<file path="src/include/hpfq_pkg.sv">
// Purpose: Constants, types and coefficient table of the 20 Hz low-cut biquad
// Assumes: Coefficients held as signed Q2.30, state words as signed Q20.16
// Notes:   Coefficients are rounded to nearest from the decimal figures
//
// What this block does
// Accept 8, 16, 32 or 48 kHz streams
// High-pass corner at 20 Hz, -3 dB
// Second-order recursive section, five taps
// Coefficient set chosen by configured input rate
// Use the 8 kHz coefficient set
// Use the 16 kHz coefficient set
// Use the 32 kHz coefficient set
// Use the 48 kHz coefficient set
// Feedback products added with tabulated signs
// Keep history, clear on reset, one out per in

package hpfq_pkg;

  // ----------------------------------------------------------------------
  // Widths and formats
  // ----------------------------------------------------------------------
  localparam int HPFQ_SW     = 16;  // Sample width
  localparam int HPFQ_YW     = 36;  // History word width, Q20.16
  localparam int HPFQ_CW     = 32;  // Coefficient width, Q2.30
  localparam int HPFQ_AW     = 72;  // Accumulator width, Q.46
  localparam int HPFQ_FRAC_Y = 16;
  localparam int HPFQ_FRAC_C = 30;
  localparam logic [2:0] HPFQ_LAST_TAP = 3'h4;  // Five taps, 0..4

  // ----------------------------------------------------------------------
  // Rate selection codes
  // ----------------------------------------------------------------------
  localparam logic [1:0] HPFQ_RATE_8K  = 2'h0;
  localparam logic [1:0] HPFQ_RATE_16K = 2'h1;
  localparam logic [1:0] HPFQ_RATE_32K = 2'h2;
  localparam logic [1:0] HPFQ_RATE_48K = 2'h3;

  // Tap order: b0*x(n), b1*x(n-1), b2*x(n-2), a1*y(n-1), a2*y(n-2)
  localparam logic [2:0] HPFQ_TAP_B0 = 3'h0;
  localparam logic [2:0] HPFQ_TAP_B1 = 3'h1;
  localparam logic [2:0] HPFQ_TAP_B2 = 3'h2;
  localparam logic [2:0] HPFQ_TAP_A1 = 3'h3;
  localparam logic [2:0] HPFQ_TAP_A2 = 3'h4;

  typedef enum logic [1:0] {HPFQ_IDLE, HPFQ_MAC, HPFQ_WRITE} hpfq_state_t;

  // Elaboration-time conversion, round to nearest
  function automatic logic signed [31:0] hpfq_q30(input real c);
    real s;
    s = c * 1073741824.0;
    return 32'($rtoi(s >= 0.0 ? s + 0.5 : s - 0.5));
  endfunction : hpfq_q30

  // ----------------------------------------------------------------------
  // Coefficient table, corner at 20 Hz for every rate
  // ----------------------------------------------------------------------
  // 8 kHz set
  localparam logic signed [31:0] HPFQ_B0_8K  = hpfq_q30(0.988954248067140);
  localparam logic signed [31:0] HPFQ_B1_8K  = hpfq_q30(-1.977908496134280);
  localparam logic signed [31:0] HPFQ_A1_8K  = hpfq_q30(1.977786483776764);
  localparam logic signed [31:0] HPFQ_A2_8K  = hpfq_q30(-0.978030508491796);
  // 16 kHz set
  localparam logic signed [31:0] HPFQ_B0_16K = hpfq_q30(0.994461788958195);
  localparam logic signed [31:0] HPFQ_B1_16K = hpfq_q30(-1.988923577916390);
  localparam logic signed [31:0] HPFQ_A1_16K = hpfq_q30(1.988892905899653);
  localparam logic signed [31:0] HPFQ_A2_16K = hpfq_q30(-0.988954249933127);
  // 32 kHz set
  localparam logic signed [31:0] HPFQ_B0_32K = hpfq_q30(0.997227049904470);
  localparam logic signed [31:0] HPFQ_B1_32K = hpfq_q30(-1.994454099808940);
  localparam logic signed [31:0] HPFQ_A1_32K = hpfq_q30(1.994446410541927);
  localparam logic signed [31:0] HPFQ_A2_32K = hpfq_q30(-0.994461789075954);
  // 48 kHz set
  localparam logic signed [31:0] HPFQ_B0_48K = hpfq_q30(0.998150511190452);
  localparam logic signed [31:0] HPFQ_B1_48K = hpfq_q30(-1.996301022380904);
  localparam logic signed [31:0] HPFQ_A1_48K = hpfq_q30(1.996297601769122);
  localparam logic signed [31:0] HPFQ_A2_48K = hpfq_q30(-0.996304442992686);

  // Coefficient for one tap at one rate; b2 equals b0
  function automatic logic signed [31:0] hpfq_coef(input logic [1:0] rate,
                                                   input logic [2:0] tap);
    logic signed [31:0] b0;
    logic signed [31:0] b1;
    logic signed [31:0] a1;
    logic signed [31:0] a2;
    unique case (rate)
      HPFQ_RATE_8K: begin
        b0 = HPFQ_B0_8K;  b1 = HPFQ_B1_8K;  a1 = HPFQ_A1_8K;  a2 = HPFQ_A2_8K;
      end
      HPFQ_RATE_16K: begin
        b0 = HPFQ_B0_16K; b1 = HPFQ_B1_16K; a1 = HPFQ_A1_16K; a2 = HPFQ_A2_16K;
      end
      HPFQ_RATE_32K: begin
        b0 = HPFQ_B0_32K; b1 = HPFQ_B1_32K; a1 = HPFQ_A1_32K; a2 = HPFQ_A2_32K;
      end
      HPFQ_RATE_48K: begin
        b0 = HPFQ_B0_48K; b1 = HPFQ_B1_48K; a1 = HPFQ_A1_48K; a2 = HPFQ_A2_48K;
      end
    endcase
    case (tap)
      HPFQ_TAP_B0: return b0;
      HPFQ_TAP_B1: return b1;
      HPFQ_TAP_B2: return b0;
      HPFQ_TAP_A1: return a1;
      default:     return a2;
    endcase
  endfunction : hpfq_coef

endpackage : hpfq_pkg

</file>
<file path="src/logic/hpfq_filter.sv">
// Purpose: 20 Hz second-order low-cut filter on a 16-bit sample stream
// Assumes: One shared multiplier, five taps per sample, no back-to-back
// Notes:   Output FILTERED_AUDIO_OUT pulses valid six edges after accept
`timescale 1ns/1ps
`default_nettype none

module hpfq_filter (
  input  wire logic        REF_CLK,            // 125 MHz clock
  input  wire logic        RST,                // Async reset, active high
  input  wire logic [1:0]  RATE_SEL,           // Input rate code
  input  wire logic        IN_VALID,           // Sample offered
  input  wire logic [15:0] IN_SAMPLE,          // Signed input sample
  output logic             IN_READY,           // Filter can take a sample
  output logic             OUT_VALID,          // One-cycle output strobe
  output logic [15:0]      FILTERED_AUDIO_OUT  // Signed filtered sample
);

  // ----------------------------------------------------------------------
  // State
  // ----------------------------------------------------------------------
  typedef struct packed {
    hpfq_pkg::hpfq_state_t              st;
    logic [2:0]                         step;
    logic [1:0]                         rate;
    logic signed [hpfq_pkg::HPFQ_YW-1:0] x0;
    logic signed [hpfq_pkg::HPFQ_YW-1:0] x1;
    logic signed [hpfq_pkg::HPFQ_YW-1:0] x2;
    logic signed [hpfq_pkg::HPFQ_YW-1:0] y1;
    logic signed [hpfq_pkg::HPFQ_YW-1:0] y2;
    logic signed [hpfq_pkg::HPFQ_AW-1:0] acc;
    logic                               out_valid;
    logic [15:0]                        out_sample;
  } hpfq_regs_t;

  hpfq_regs_t                          s_reg;
  hpfq_regs_t                          s_next;
  logic signed [hpfq_pkg::HPFQ_YW-1:0] operand;
  logic signed [hpfq_pkg::HPFQ_CW-1:0] coef;
  logic signed [hpfq_pkg::HPFQ_AW-1:0] acc_sum;
  logic signed [hpfq_pkg::HPFQ_YW-1:0] y_new;
  logic signed [hpfq_pkg::HPFQ_YW-1:0] y_round;
  logic                                in_fire;

  // Saturate a Q20.16 word to a 16-bit sample
  function automatic logic [15:0] hpfq_sat(
    input logic signed [hpfq_pkg::HPFQ_YW-1:0] v);
    logic signed [hpfq_pkg::HPFQ_YW-1:0] q;
    q = v >>> hpfq_pkg::HPFQ_FRAC_Y;
    if (q > 36'sh0_0000_7fff)
      return 16'h7fff;
    else if (q < -36'sh0_0000_8000)
      return 16'h8000;
    else
      return q[15:0];
  endfunction : hpfq_sat

  assign IN_READY           = (s_reg.st == hpfq_pkg::HPFQ_IDLE);
  assign in_fire            = IN_VALID && IN_READY;
  assign OUT_VALID          = s_reg.out_valid;
  assign FILTERED_AUDIO_OUT = s_reg.out_sample;

  // ----------------------------------------------------------------------
  // Tap sequencing
  // ----------------------------------------------------------------------
  always_comb begin
    unique case (s_reg.step)
      hpfq_pkg::HPFQ_TAP_B0: operand = s_reg.x0;
      hpfq_pkg::HPFQ_TAP_B1: operand = s_reg.x1;
      hpfq_pkg::HPFQ_TAP_B2: operand = s_reg.x2;
      hpfq_pkg::HPFQ_TAP_A1: operand = s_reg.y1;
      default:               operand = s_reg.y2;
    endcase
    coef = hpfq_pkg::hpfq_coef(s_reg.rate, s_reg.step);
  end

  // Feedback taps are summed, not subtracted: signs live in the table
  hpfq_mac u_mac (
    .acc_in  (s_reg.acc),
    .operand (operand),
    .coef    (coef),
    .acc_out (acc_sum)
  );

  // Back to Q20.16; truncation keeps the recursion bit-steady
  assign y_new   = hpfq_pkg::HPFQ_YW'(s_reg.acc >>> hpfq_pkg::HPFQ_FRAC_C);
  assign y_round = y_new + 36'sh0_0000_8000;

  // One multiplier serves all five taps: area traded for a
  // seven-cycle sample period, far inside any audio rate
  always_comb begin
    s_next           = s_reg;
    s_next.out_valid = 1'b0;
    unique case (s_reg.st)
      hpfq_pkg::HPFQ_IDLE: begin
        if (in_fire) begin
          s_next.st   = hpfq_pkg::HPFQ_MAC;
          s_next.step = hpfq_pkg::HPFQ_TAP_B0;
          s_next.rate = RATE_SEL;
          s_next.x0   = {{(hpfq_pkg::HPFQ_YW-hpfq_pkg::HPFQ_SW-
                           hpfq_pkg::HPFQ_FRAC_Y){IN_SAMPLE[15]}},
                         IN_SAMPLE, 16'h0000};
          s_next.acc  = '0;
        end
      end
      hpfq_pkg::HPFQ_MAC: begin
        s_next.acc = acc_sum;
        if (s_reg.step == hpfq_pkg::HPFQ_LAST_TAP)
          s_next.st = hpfq_pkg::HPFQ_WRITE;
        else
          s_next.step = s_reg.step + 3'h1;
      end
      hpfq_pkg::HPFQ_WRITE: begin
        // History survives between samples and frames alike
        s_next.x2         = s_reg.x1;
        s_next.x1         = s_reg.x0;
        s_next.y2         = s_reg.y1;
        s_next.y1         = y_new;
        s_next.out_sample = hpfq_sat(y_round);
        s_next.out_valid  = 1'b1;
        s_next.st         = hpfq_pkg::HPFQ_IDLE;
      end
      default: begin
        s_next.st = hpfq_pkg::HPFQ_IDLE;
      end
    endcase
  end

  always_ff @(posedge REF_CLK or posedge RST) begin
    if (RST)
      s_reg <= '0;
    else
      s_reg <= s_next;
  end
endmodule : hpfq_filter

`default_nettype wire

</file>
<file path="src/logic/hpfq_mac.sv">
// Purpose: One multiply-accumulate step of the biquad
// Assumes: Operand Q20.16, coefficient Q2.30, accumulator Q.46
// Notes:   Purely combinational; the caller registers the sum
`timescale 1ns/1ps
`default_nettype none

module hpfq_mac (
  input  wire logic signed [hpfq_pkg::HPFQ_AW-1:0] acc_in,   // Running sum
  input  wire logic signed [hpfq_pkg::HPFQ_YW-1:0] operand,  // Sample or output
  input  wire logic signed [hpfq_pkg::HPFQ_CW-1:0] coef,     // Tap weight
  output logic      signed [hpfq_pkg::HPFQ_AW-1:0] acc_out   // Updated sum
);

  logic signed [hpfq_pkg::HPFQ_YW+hpfq_pkg::HPFQ_CW-1:0] prod;

  // Product is 68 bits; sign-extended into the 72-bit sum for headroom
  always_comb begin
    prod    = operand * coef;
    acc_out = acc_in + hpfq_pkg::HPFQ_AW'(prod);
  end

endmodule : hpfq_mac

`default_nettype wire

</file>
<file path="config.mk">
export PLATFORM = sky130hd
export DESIGN_NAME = hpfq_filter
export DESIGN_NICKNAME = d
export VERILOG_FILES = /design/src/include/hpfq_pkg.sv /design/src/logic/hpfq_filter.sv /design/src/logic/hpfq_mac.sv
export SDC_FILE = /design/constraint.sdc
export NUM_CORES = 2
export LEC_CHECK = 0
export ABC_AREA = 1
export BUFFER_PORTS_ARGS = -buffer_cell sky130_fd_sc_hd__clkbuf_2
export CORE_MARGIN = 2
export CORE_UTILIZATION = 35
export CTS_CLUSTER_DIAMETER = 50
export DETAILED_ROUTE_END_ITERATION = 6
export HOLD_SLACK_MARGIN = 0.05
export PLACE_DENSITY = 0.6
export SLEW_MARGIN = 25
export SYNTH_ARGS = -nofsm -noshare
export SYNTH_HDL_FRONTEND = slang
export SYNTH_SLANG_ARGS = --single-unit
</file>
<file path="constraint.sdc">
create_clock -name REF_CLK -period 8.3 [get_ports REF_CLK]
set_clock_uncertainty 0.15 [all_clocks]
set_input_delay 0.415 -clock REF_CLK [delete_from_list [all_inputs] [get_ports REF_CLK]]
set_output_delay 0.415 -clock REF_CLK [all_outputs]
set_load 0.01 [all_outputs]
</file>
==> qor.csv <==
metric;value;unit
outcome;finished, violations left;
failing checks;negative setup slack;
placed insts;8828;
top cell type's share of synthesized area;0.493;
critical path data required time;8.64;ns
clock period minus worst slack;8.79;ns
largest family of logic cells by synthesized area;adder cells;
Max-slew headroom;0.311;
mux contribution to synthesized area;0;
die extent in y;393;µm
YS warnings;0;
final setup margin;-0.491;ns
post-synthesis sequential area ratio;0.0993;
worst hold slack;0.178;ns
dominant cell type by area after synthesis;fa_1;
worst slew pin tran;1.03;ns
clock-pin slew on the worst setup and hold paths;0.06;ns
die area;154000;µm²
CTS tree;built;
IO Pins;39;
largest net degree at the start of global routing;100;
Synth top cells by count;1677 x inv_1, 1302 x fa_1, 991 x nand2_1;
via count;43400;
antenna violations before repair;3;
capture point of the worst reg-to-reg path;s_reg[79]$_DFFE_PP0P_;
flops & latches, synth;210;
Post-Syn Instances;6185;
most common cell in the netlist;inv_1;
final setup fails;47;
hold endpoint;s_reg[251]$_DFFE_PP0P_;
CP max stage cell;fa_2;
synthesized cell area;52900;µm²
Synth Area in Adders;0.548;
Final Util;0.449;
DP Worst Slack;-1.05;ns
depth of the most critical reg-to-reg path;39;
max incr delay on CP;0.64;ns
WL/cell;20.7;µm
DIE WIDTH;393;µm
ys async rst share;1.00;
Distinct cells, synth;58;
# diodes;0;
simple-gate share of the synthesized area;0.144;
crit path max fanout;8;
Reg2Reg Launch Point;s_reg[271]$_DFFE_PP0P_;
share of post-route cells with drive strength above 1;0.236;
post-DP HPWL;159;mm
Max Clock Freq;114;MHz
GP Congestion;0.989;
Tot GR Track Use;0.248;
ANT nets after route;0;
Setup crit end kind;register;
WP data arrival;9.13;ns
Mapped Avg Cell Area;8.55;µm²
Main synth FF type;dfrtp_1;
CTS buffer count;28;
ranking of synthesized cells by area;fa_1 49%, inv_1 12%, dfrtp_1 9.9%;
fin crit share;1.06;
Slew Limit Fails;0;
Compound-Gate Fraction of Synth Area;0.0594;
max FFs per register;193;
residual DRC count;0;
Cell Rows;142;
register-to-register setup slack;-0.49;ns
Net Count, Synth;7744;
CTS Root Cell;clkbuf_16;
CTS H-Tree Depth;1;
fin nets;8552;
routed vias/inst;4.81;
Remaining Overflow, GRT;0;
Post-Route WL;187;mm
RSZ-0062 raised after global routing;yes;
first-pass GRT wire length;285;mm
hold path depth;5;
Max clock buf depth;3;
max-cap viol count;0;
DRT iter0 DRCs;3235;
HP Start;IN_VALID;
core area;150000;µm²
Synth-to-Final Area Change;27.1;%
CP Class;reg2reg;
vias in the first global route;46800;
number of synthesized flops with an enable pin;0;
Post-Synth XOR/XNOR Area;0.00513;
final hold violations;0;
non-filler cells, final;9031;
drt first pass iters;6;
initial core utilization;0.353;
port bufs;38;
clock network latency to the later pin of the worst-skew pair;0.57;ns
hold crit path type;in2reg;
Startpoint Class;register;
# clock sinks;210;
## logic make-up (layout without fill, tap and decap cells)
family	count (synthesis)	in the layout
compound gates	501	501
xor+xnor	31	31
fa+ha+maj	1538	1538
buf+inv	1953	2783
flops	210	210
simple gates	1952	1952
## routing by layer
layer  vias to the layer above  part of all wire  wire length, µm  global-route usage
li1                      19300                 -                -                   -
met1                     22300              0.41            76200               0.329
met2                      1460              0.48            89700               0.419
met3                       319             0.069            12800              0.0342
met4                         4             0.042             7900              0.0756
met5                         -           0.00014               26                   0
## timing repair
item	CTS	global route
gates resized for setup	424	241
pin swaps	137	169
hold buffers	19	0
gates cloned	7	0
endpoints found under the hold margin	101	0
endpoints found under the setup margin	51	51
setup buffers	84	45
## layout make-up
type,count,area [µm²]
Clock buffer,35,768
Clock inverter,17,216
Timing Repair Buffer,1002,9430
Tap cell,2016,2520
Sequential cell,210,5260
Inverter,1729,6560
Fill cell,14600,82700
Multi-Input combinational cell,4022,42500
## cell usage in the layout, fill, tap and decap left out, drive strengths merged, types with 19 or more instances in the layout
cell type    Yosys  layout
dlygate4sd3      0      19
nor2           826     826
nand3           76      76
inv           1724    1727
clkbuf          76      73
nand2          997     997
fa            1302    1302
o21ai          257     257
buf            148     943
a31oi           24      24
a21oi          112     112
nor3            26      26
o22ai           41      41
xor2            24      24
ha             236     236
dfrtp          210     210
## critical path, delay by kind of cell (launching register included)
kind | cells | cell delay [ns]
adder cells (fa/ha/maj) | 10 | 4.70
AND/OR/NAND/NOR | 12 | 1.63
buffers and inverters | 15 | 1.46
flip-flops | 1 | 0.39
AO/OA/AOI/OAI | 2 | 0.30
## worst max path at each step
stage / start / endpoint / slack, ns / cells past startpoint
CTS: s_reg[271]$_DFFE_PP0P_ / s_reg[79]$_DFFE_PP0P_ / -0.35 / 39
detailed placement: s_reg[272]$_DFFE_PP0P_ / s_reg[76]$_DFFE_PP0P_ / -1.05 / 38
global route: s_reg[271]$_DFFE_PP0P_ / s_reg[73]$_DFFE_PP0P_ / -0.74 / 43
floorplan: s_reg[271]$_DFFE_PP0P_ / s_reg[71]$_DFFE_PP0P_ / -0.05 / 39
global placement: s_reg[272]$_DFFE_PP0P_ / s_reg[76]$_DFFE_PP0P_ / -0.98 / 38
finish: s_reg[271]$_DFFE_PP0P_ / s_reg[79]$_DFFE_PP0P_ / -0.49 / 39
## per-stage QoR
stage / TNS (ns) / area [µm²]
detailed placement: -30.37 / 62400
CTS: -8.05 / 66100
finish: -14.02 / 67300
global route: -28.36 / 67300
global placement: -26.88 / 62400
floorplan: -0.158 / 53400
Power is not shown: default switching activity piles up to over one toggle a cycle in this logic, so the estimate is an artifact.
